===== src/mcu_irq_defines.svh =====
`ifndef MCU_IRQ_DEFINES_SVH
`define MCU_IRQ_DEFINES_SVH

// ==========================================================
// Free-running counter
`define CNT_MAX         8'hFF
`define CNT_ZERO        8'h00
`define OVF_FLAG_BIT    7

// ==========================================================
// Interrupt response latency, in instruction cycles (one clock each)
`define LAT_COUNTER     3'h3
`define LAT_WAKE        3'h5

// ==========================================================
// Vector and reset values
`define VECTOR_ADDR     12'h000
`define PC_RESET        12'h000
`define BYTE_RESET      8'h00

`endif


===== src/mcu_irq_pkg.sv =====
package mcu_irq_pkg;

   // ==========================================================
   // Interrupt sequencer states, Gray coded along idle-wait-service
   typedef enum logic [1:0]
   {
      ST_IDLE    = 2'h0,
      ST_WAIT    = 2'h1,
      ST_SERVICE = 2'h3
   } irq_state_e;

   typedef logic [7:0] pin_vec_t;

endpackage


===== src/wake_edge_if.sv =====
`timescale 1ns/10ps

// ==========================================================
// Wakeup pin configuration and pending flags between blocks
interface wake_edge_if;
   mcu_irq_pkg::pin_vec_t pins;
   mcu_irq_pkg::pin_vec_t pin_en;
   mcu_irq_pkg::pin_vec_t edge_falling;
   mcu_irq_pkg::pin_vec_t clear;
   mcu_irq_pkg::pin_vec_t pending;
   mcu_irq_pkg::pin_vec_t edge_evt;

   modport detector (input pins, pin_en, edge_falling, clear, output pending, edge_evt);
   modport ctrl     (output pins, pin_en, edge_falling, clear, input pending, edge_evt);
endinterface


===== src/mcu_interrupt_wakeup_logic.sv =====
`timescale 1ns/10ps
`include "mcu_irq_defines.svh"

// Behaviour
// [RULE_01] Enabled counter wrap FF to 00 requests interrupt
// [RULE_02] Counter interrupt enable is active low
// [RULE_03] Overflow pending flag set, bit 7
// [RULE_04] Power down wake edge causes device reset
// [RULE_05] Normal mode wake edge requests interrupt
// [RULE_06] Eight pins, each with own enable
// [RULE_07] Per-pin rising or falling edge select
// [RULE_08] Per-pin pending flag set on edge
// [RULE_09] Both returns restore context and resume
// [RULE_10] Adjusting return adds accumulator to counter
// [RULE_11] Timer sources behave alike, own enables
// [RULE_12] Take saves context, disables, vectors zero
// [RULE_13] Latency three counter, five wakeup cycles
// [RULE_14] Pending at return retriggers immediately
// [RULE_15] Pending flags stay until software clears
module mcu_interrupt_wakeup_logic
(
   input  wire logic        sys_clk_in,
   input  wire logic        reset_n_in,
   input  wire logic        count_tick_in,
   input  wire logic        counter_wr_in,
   input  wire logic [7:0]  counter_wdata_in,
   input  wire logic        counter_irq_enable_n_in,
   input  wire logic        overflow_clear_in,
   input  wire logic [6:0]  timer1_ctrl_b_low_in,
   input  wire logic [7:0]  wake_pins_in,
   input  wire logic [7:0]  wake_pin_en_in,
   input  wire logic [7:0]  wake_irq_en_in,
   input  wire logic [7:0]  wake_edge_falling_in,
   input  wire logic [7:0]  wake_clear_in,
   input  wire logic        timer1_irq_in,
   input  wire logic        timer1_irq_en_in,
   input  wire logic        timer2_irq_in,
   input  wire logic        timer2_irq_en_in,
   input  wire logic        power_down_in,
   input  wire logic [11:0] pc_in,
   input  wire logic [7:0]  acc_in,
   input  wire logic [7:0]  status_in,
   input  wire logic [7:0]  file_select_pointer_in,
   input  wire logic        return_plain_in,
   input  wire logic        return_adjust_counter_in,
   output logic      [7:0]  counter_out,
   output logic             counter_overflow_pending_out,
   output logic      [7:0]  timer1_control_b_reg_out,
   output logic      [7:0]  wakeup_pending_flags_out,
   output logic             wake_reset_out,
   output logic             irq_take_out,
   output logic      [11:0] jump_addr_out,
   output logic             irq_disabled_out,
   output logic             restore_valid_out,
   output logic      [11:0] restore_pc_out,
   output logic      [7:0]  restore_acc_out,
   output logic      [7:0]  restore_status_out,
   output logic      [7:0]  restore_fsp_out
);

   // ==========================================================
   // Reset release synchroniser
   logic rst_meta;
   logic rst_n;

   always_ff @(posedge sys_clk_in or negedge reset_n_in)
   begin
      if (!reset_n_in)
      begin
         rst_meta <= 1'b0;
         rst_n    <= 1'b0;
      end
      else
      begin
         rst_meta <= 1'b1;
         rst_n    <= rst_meta;
      end
   end

   // ==========================================================
   // Wakeup edge detector
   wake_edge_if wk ();

   assign wk.pins         = wake_pins_in;
   assign wk.pin_en       = wake_pin_en_in;
   assign wk.edge_falling = wake_edge_falling_in;
   assign wk.clear        = wake_clear_in;

   wake_edge_detect u_wake
   (
      .clk   (sys_clk_in),
      .rst_n (rst_n),
      .wk    (wk)
   );

   // ==========================================================
   // Sequencer signals
   mcu_irq_pkg::irq_state_e state;
   mcu_irq_pkg::irq_state_e next_state;
   logic [2:0]  wait_cnt;
   logic [7:0]  counter;
   logic        ovf_pending;
   logic [11:0] shadow_pc;
   logic [7:0]  shadow_acc;
   logic [7:0]  shadow_status;
   logic [7:0]  shadow_fsp;
   logic        restore_valid;
   logic        wake_reset;

   // Source decode
   wire rollover_w   = count_tick_in & (counter == `CNT_MAX);                          // [RULE_01]
   wire counter_req  = ovf_pending & ~counter_irq_enable_n_in;                         // [RULE_02]
   wire wake_req     = |(wk.pending & wake_irq_en_in);                                 // [RULE_05]
   wire timer_req    = (timer1_irq_in & timer1_irq_en_in) | (timer2_irq_in & timer2_irq_en_in); // [RULE_11]
   wire any_req      = ~power_down_in & (counter_req | wake_req | timer_req);          // [RULE_04]
   wire returning    = (state == mcu_irq_pkg::ST_SERVICE) & (return_plain_in | return_adjust_counter_in);
   wire adjusting    = (state == mcu_irq_pkg::ST_SERVICE) & return_adjust_counter_in;
   wire take_w       = (state == mcu_irq_pkg::ST_WAIT) & (wait_cnt == 3'h0);
   wire [2:0] lat_w  = (wake_req & ~counter_req & ~timer_req) ? `LAT_WAKE : `LAT_COUNTER; // [RULE_13]
   wire [7:0] adj_w  = counter + acc_in + {7'h00, count_tick_in};                     // [RULE_10]
   wire wake_edge_w  = |wk.edge_evt;

   // ==========================================================
   // Next-state decode
   always_comb
   begin
      next_state = state;
      unique case (state)
         mcu_irq_pkg::ST_IDLE:
            if (any_req)
               next_state = mcu_irq_pkg::ST_WAIT; // [RULE_14]
         mcu_irq_pkg::ST_WAIT:
            if (take_w)
               next_state = mcu_irq_pkg::ST_SERVICE;
         mcu_irq_pkg::ST_SERVICE:
            if (returning)
               next_state = mcu_irq_pkg::ST_IDLE; // [RULE_09]
         default:
            next_state = mcu_irq_pkg::ST_IDLE;
      endcase
   end

   // State and latency count
   always_ff @(posedge sys_clk_in or negedge rst_n)
   begin
      if (!rst_n)
      begin
         state    <= mcu_irq_pkg::ST_IDLE;
         wait_cnt <= 3'h0;
      end
      else
      begin
         state    <= next_state;
         wait_cnt <= (state == mcu_irq_pkg::ST_IDLE) ? lat_w - 3'h1 : wait_cnt - 3'h1; // [RULE_13]
      end
   end

   // ==========================================================
   // Free-running counter, written or adjusted on return
   always_ff @(posedge sys_clk_in or negedge rst_n)
   begin
      if (!rst_n)
         counter <= `CNT_ZERO;
      else if (adjusting)
         counter <= adj_w; // [RULE_10]
      else if (counter_wr_in)
         counter <= counter_wdata_in;
      else if (count_tick_in)
         counter <= counter + 8'h01; // [RULE_01]
   end

   // Overflow pending, set wins over clear
   always_ff @(posedge sys_clk_in or negedge rst_n)
   begin
      if (!rst_n)
         ovf_pending <= 1'b0;
      else if (rollover_w & ~adjusting & ~counter_wr_in)
         ovf_pending <= 1'b1; // [RULE_03]
      else if (overflow_clear_in)
         ovf_pending <= 1'b0; // [RULE_15]
   end

   // ==========================================================
   // Context shadows and restore strobe
   always_ff @(posedge sys_clk_in or negedge rst_n)
   begin
      if (!rst_n)
      begin
         shadow_pc     <= `PC_RESET;
         shadow_acc    <= `BYTE_RESET;
         shadow_status <= `BYTE_RESET;
         shadow_fsp    <= `BYTE_RESET;
      end
      else if (take_w)
      begin
         shadow_pc     <= pc_in; // [RULE_12]
         shadow_acc    <= acc_in;
         shadow_status <= status_in;
         shadow_fsp    <= file_select_pointer_in;
      end
   end

   // Restore pulse and power-down wake reset pulse
   always_ff @(posedge sys_clk_in or negedge rst_n)
   begin
      if (!rst_n)
      begin
         restore_valid <= 1'b0;
         wake_reset    <= 1'b0;
      end
      else
      begin
         restore_valid <= returning; // [RULE_09]
         wake_reset    <= power_down_in & wake_edge_w; // [RULE_04]
      end
   end

   // ==========================================================
   // Outputs
   assign counter_out                  = counter;
   assign counter_overflow_pending_out = ovf_pending;
   assign timer1_control_b_reg_out     = {ovf_pending, timer1_ctrl_b_low_in}; // [RULE_03]
   assign wakeup_pending_flags_out     = wk.pending;
   assign wake_reset_out               = wake_reset;
   assign irq_take_out                 = take_w;
   assign jump_addr_out                = `VECTOR_ADDR; // [RULE_12]
   assign irq_disabled_out             = (state != mcu_irq_pkg::ST_IDLE); // [RULE_12]
   assign restore_valid_out            = restore_valid;
   assign restore_pc_out               = shadow_pc;
   assign restore_acc_out              = shadow_acc;
   assign restore_status_out           = shadow_status;
   assign restore_fsp_out              = shadow_fsp;
endmodule


===== src/wake_edge_detect.sv =====
`timescale 1ns/10ps

module wake_edge_detect
(
   input  wire logic        clk,
   input  wire logic        rst_n,
   wake_edge_if.detector    wk
);

   // ==========================================================
   // Per-pin edge sense and sticky pending flags
   mcu_irq_pkg::pin_vec_t prev;
   mcu_irq_pkg::pin_vec_t pending;

   genvar i;
   generate
      for (i = 0; i < 8; i++)
      begin : g_pin
         wire rise_w = wk.pins[i] & ~prev[i];
         wire fall_w = ~wk.pins[i] & prev[i];
         // Selected edge on a pin configured for wakeup
         assign wk.edge_evt[i] = wk.pin_en[i] & (wk.edge_falling[i] ? fall_w : rise_w); // [RULE_06] [RULE_07]

         // Set wins over clear so no edge is lost
         always_ff @(posedge clk or negedge rst_n)
         begin
            if (!rst_n)
               pending[i] <= 1'b0;
            else if (wk.edge_evt[i])
               pending[i] <= 1'b1; // [RULE_08] [RULE_14]
            else if (wk.clear[i])
               pending[i] <= 1'b0; // [RULE_15]
         end

      end
   endgenerate

   // Previous pin sample for edge sense
   always_ff @(posedge clk or negedge rst_n)
   begin
      if (!rst_n)
         prev <= 8'h00;
      else
         prev <= wk.pins;
   end

   assign wk.pending = pending;

endmodule


===== config.mk =====
export PLATFORM = sky130hd
export DESIGN_NAME = mcu_interrupt_wakeup_logic
export DESIGN_NICKNAME = d
export VERILOG_FILES = /design/src/mcu_irq_pkg.sv /design/src/wake_edge_if.sv /design/src/mcu_interrupt_wakeup_logic.sv /design/src/wake_edge_detect.sv
export VERILOG_INCLUDE_DIRS = /design/src
export SDC_FILE = /design/constraint.sdc
export NUM_CORES = 1
export LEC_CHECK = 0
export BUFFER_PORTS_ARGS = -buffer_cell sky130_fd_sc_hd__buf_2
export CAP_MARGIN = 0
export CORE_MARGIN = 3
export CORE_UTILIZATION = 46
export DETAILED_ROUTE_END_ITERATION = 8
export GPL_TIMING_DRIVEN = 1
export PLACE_DENSITY = 0.92
export SYNTH_ARGS = -nofsm -noshare
export SYNTH_HDL_FRONTEND = slang
export SYNTH_SLANG_ARGS = --single-unit

===== constraint.sdc =====
create_clock -name sys_clk_in -period 2.3 [get_ports sys_clk_in]
set_input_delay 0.46 -clock sys_clk_in [delete_from_list [all_inputs] [get_ports sys_clk_in]]
set_output_delay 0.46 -clock sys_clk_in [all_outputs]
set_load 0.1 [all_outputs]

# Word-level counts from Yosys, hierarchy flattened
# Cells that the tools add are included.
# word_totals
input_bits	104
ff_bits	70
wordCells	147
# classes
bitwise_logic	64
eq_ne	6
n_addsub	5
n_reduce_logical	16
mux	35
# ops
operator	count
$and 1x1->1	37
$mux 1	26
$mux 8	3
$not 1->1	22
$reduce_bool 2->1	10
$reduce_or 8->1	2
$add 8x1->8	1
$add 8x1->8 const B	1
$add 8x8->8	1
$and 8x8->8	1
$eq 8x8->1 const B	1
$mux 2	3
$mux 3	2
$ne 2x2->1 const B	3
$pmux 2 s3	1
$sub 3x1->3 const B	2
$or 1x1->1	4
$logic_not 3->1	1
$reduce_and 3->1	1
$reduce_bool 3->1	1
$eq 2x1->1 const B	1
$eq 2x2->1 const B	1
$logic_not 2->1	1

# Depth between registers and ports, before layout
# logic_depth
word_depth	8
depth_mapped	8

# By module
# From an unflattened synthesis, not the netlist that was laid out.
# hier_totals
cells_unflattened	312
area_unflattened_um2	3557.2
# by_module_without_submodules
mod	n_inst	cells_each	seq_area_each_um2	area_each_um2
mcu_interrupt_wakeup_logic	1	256	1351.3	2876.5
wake_edge_detect	1	56	400.4	680.7

# Worst setup path after synthesis
# Ideal clock, no wire load.
# synth_path
path_type	reg2reg
from	register counter[0], in the netlist counter_out[0]
to	register counter[6], in the netlist counter_out[6]
path_stages_with_launch	9
t_required_ps	2171
synth_period_minus_slack_ps	2608
setup_time_ps	129
arrival_time_ps	2479
path_slack_ps	-308
path_cell_list	dfrtp_1 -> fa_1 -> inv_1 -> fa_1 -> nor2b_1 -> o21ai_0 -> a21o_1 -> a211oi_1 -> o21ai_1
# synth_between
elab_chain_cells	4
word_cells_on_any_way	6
cone_classes	add/sub (3); mux (3)
# synth_rtl
element	line	source
from (decl)	mcu_interrupt_wakeup_logic.sv:101	logic [7:0] counter;
from (signal assigned)	mcu_interrupt_wakeup_logic.sv:163	counter <= `CNT_ZERO;
from (signal assigned)	mcu_interrupt_wakeup_logic.sv:165	counter <= adj_w;
from (signal assigned)	mcu_interrupt_wakeup_logic.sv:167	counter <= counter_wdata_in;
branches (longest 3 deep; another with $add 8x8->8)	--	
$mux 8 *	mcu_interrupt_wakeup_logic.sv:164	else if (adjusting)
# Every way passes the cells marked *. The select of a mux whose other input is x is not followed.
# A chain may end at the register's enable or synchronous reset.

# Worst setup path in the final report
# Ends and elaborated chain as after synthesis.

==> reports/metrics.yaml <==
outcome: "finished, final reports clean"
cpMaxStageDelayCell: "dfrtp_2"
fin_skew_ns: 0.00941
reg2reg_depth: 8
drive_above_1_share_pct: 40.9
cts_tree: "yes"
setup_viol: 0
grt_util_all_layers_pct: 21.5
dr.pass1.iters: 4
portBuffers: 154
yosys_register_bits: 70
hpwl_um: 7210
place_congestion: 0.912
tns_ns: 0
worst-path-max-fanout: 6
cts_root_buf: "clkbuf_8"
coreArea_sq_mm: 0.00733
end_kind: "flip-flop"
vias_per_cell: 5.24
reg2reg_from: "counter_out[0]$_DFFE_PN0P_"
row_count: 31
initial_core_util_pct: 48.0
slew_viol_final: 0
clock_latency_ns: 0.33
path_clk_slew_ns: 0.08
yosysWarningCount: 0
hold_class: "reg2async"
vias: 2978
synthFlopType: "dfrtp_1"
drv_cap: 0
cts.sinks: 70
wl_per_cell_um: 16.2
crit_chain: "fa_1 > inv_1 > fa_1 > nor2b_1 > o21ai_0 > a211oi_1 > a211oi_1 > o21ai_1"
max_stage_delay_ns: 0.45
r2r-end: "counter_out[6]$_DFFE_PN0P_"
period_needed_ns: 2.11
min_period_over_period_pct: 91.6
cts.path.max_buffers: 2
synthCells: 312
area_growth_pct: 29.3
worstPathArrival_ns: 2.31
rsz0062_at_grt: "false"
fmax_mhz: 474
rrSetupSlack_ns: 0.19
routed_wl_um: 9180
report.final.hold_viol_count: 0
drc: 0
io-pin-count: 181
syn_avg_cell_area_sq_um: 11.3
cts-htree-levels: 3
fin_nets: 578
ys_async_sr_fraction_pct: 100
overflow: 0
grt_max_degree: 47
synth-seq-area-share_pct: 49.8
required_ns: 2.50
postRouteAntennaNets: 0
synth_area_sq_mm: 0.00352
die-area_sq_mm: 0.00873
grt_antenna_before_repair: 0
die_h_um: 93.4
worstMarginPinSlew_ns: 0.598
crit_type: "reg2reg"
first_iter_violations: 75
cts-buffers-inserted: 9
synth-edff-count: 0
grt_pass1_vias: 3202
grt_pass1_wl_um: 14600
cp-start-kind: "flip-flop"
die_x_um: 93.4
yosysUniqueCellTypes: 52
diodes: 0
slew_headroom_pct: 60.1
flip-flops by register name, summed over array words and instances, names as in the netlist, 2 cells and up:
| register | cells |
|---|---|
| restore_fsp_out | 8 |
| restore_acc_out | 8 |
| counter_out | 8 |
| restore_pc_out | 12 |
| u_wake.wk.pending | 8 |
| wait_cnt | 3 |
| state | 2 |
| restore_status_out | 8 |
| u_wake.prev | 8 |
layer usage:
metal / global-route usage [%] / share of wire (%) / up-vias
li1: - / - / 1383
met1: 22.8 / 36 / 1438
met2: 39.2 / 54 / 132
met3: 5.63 / 7.4 / 25
met4: 10.4 / 2.6 / 0
met5: 0 / 0 / -
stage by stage:
stage                     std cells  instance area [sq um]  worst slack (ns)  hold WS, ns  utilization, %
after detailed placement        551                   4310            0.0421        0.253            58.8
after CTS                       568                   4550             0.194        0.239            62.0
final                           568                   4550             0.192        0.252            62.0
after global routing            568                   4550            0.0705        0.235            62.0
after floorplan                 323                   3560            0.0135        0.164               -
after global placement          551                   4310             0.126        0.245            58.8
how the worst max path moves through the flow:
stage                          startpoint                          to  slack (ns)  depth (start not counted)
2_1_floorplan  counter_out[3]$_DFFE_PN0P_  counter_out[7]$_DFFE_PN0P_        0.01                          6
3_3_place_gp                count_tick_in  counter_out[6]$_DFFE_PN0P_        0.13                          9
3_5_place_dp                count_tick_in  counter_out[6]$_DFFE_PN0P_        0.04                          9
4_1_cts        counter_out[0]$_DFFE_PN0P_  counter_out[6]$_DFFE_PN0P_        0.19                          8
5_1_grt        counter_out[0]$_DFFE_PN0P_  counter_out[6]$_DFFE_PN0P_        0.07                          8
6_report       counter_out[0]$_DFFE_PN0P_  counter_out[6]$_DFFE_PN0P_        0.19                          8
repair_timing:
| action | 4_1_cts | 5_1_grt |
|---|---|---|
| hold buffers | 1 | 0 |
| gates resized for setup | 0 | 0 |
| buffers inserted | 0 | 0 |
| endpoints found under the hold margin | 2 | 0 |
layout make-up:
type	instances	area, sq um
Inverter	17	63.8
Multi-Input combinational cell	207	1540
Tap cell	99	124
Clock buffer	11	141
Clock inverter	5	82.6
Sequential cell	70	1760
Fill cell	570	2780
Timing Repair Buffer	159	838
cell usage in the layout, fill, tap and decap left out, types with 2 or more instances in the layout:
master     synthesis  layout
a31oi_1            2       2
or3_1              2       2
nand2_1           17      17
o21ai_1            4       4
and3_1             2       2
inv_1             17      17
a21oi_1            4       4
dfrtp_2            0       5
bufinv_16          0       2
nor3b_1            8       8
a211oi_1           3       3
clkinv_4           0       2
clkbuf_8           0      10
nor2_1            10      10
nor3_1             2       2
nand4_1            6       6
dfrtp_1           70      65
and3b_1            8       8
xnor2_1            3       3
mux2i_1            4       4
fa_1               2       2
nand3_1            4       4
nand3b_1           2       2
ha_1               8       8
o21ai_0           27      27
buf_2              4     153
a21o_1             2       2
nand2b_1           4       4
buf_12             0       2
mux2_2             9       9
buf_4             22       3
mux2_1            27      27
conb_1             2      13
a22oi_1            4       4
xor2_1             6       6
o211ai_1           3       3
o21a_1             3       3
critical path, delay by kind of cell (launching register included):
family | cells | cell delay [ns]
AO/OA/AOI/OAI | 4 | 0.72
adder cells (fa/ha/maj) | 2 | 0.65
flip-flops | 1 | 0.45
buffers and inverters | 1 | 0.10
AND/OR/NAND/NOR | 1 | 0.06
synthesized netlist by cell type (2+ instances only):
| master | number | share of area [%] |
|---|---|---|
| nand4_1 | 6 | 1.1 |
| o21ai_0 | 27 | 3.8 |
| xor2_1 | 6 | 1.5 |
| nand2b_1 | 4 | 0.71 |
| mux2i_1 | 4 | 1.1 |
| dfrtp_1 | 70 | 50 |
| nor3_1 | 2 | 0.28 |
| nand3b_1 | 2 | 0.43 |
| and3b_1 | 8 | 2.0 |
| or3_1 | 2 | 0.36 |
| nor2_1 | 10 | 1.1 |
| and3_1 | 2 | 0.36 |
| buf_2 | 4 | 0.57 |
| xnor2_1 | 3 | 0.75 |
| mux2_1 | 27 | 8.6 |
| inv_1 | 17 | 1.8 |
| a22oi_1 | 4 | 0.85 |
| o211ai_1 | 3 | 0.64 |
| conb_1 | 2 | 0.21 |
| a21oi_1 | 4 | 0.57 |
| o21a_1 | 3 | 0.64 |
| buf_4 | 22 | 4.7 |
| buf_6 | 2 | 0.64 |
| nor3b_1 | 8 | 1.7 |
| ha_1 | 8 | 2.8 |
| a211oi_1 | 3 | 0.64 |
| a21o_1 | 2 | 0.43 |
| nand3_1 | 4 | 0.57 |
| mux2_2 | 9 | 2.9 |
| a31oi_1 | 2 | 0.36 |
| nand2_1 | 17 | 1.8 |
| o21ai_1 | 4 | 0.57 |
| fa_1 | 2 | 1.1 |
logic make-up after synthesis:
kind of cell,share of synthesized area [%]
simple gates,12.2
mux,12.7
buf+inv,7.83
compound gates,11.1
xor+xnor,2.24
fa+ha+maj,3.98
flops,49.8
other cells,0.214
Power is not shown: default switching activity piles up to over one toggle a cycle in this logic, so the estimate is an artifact.
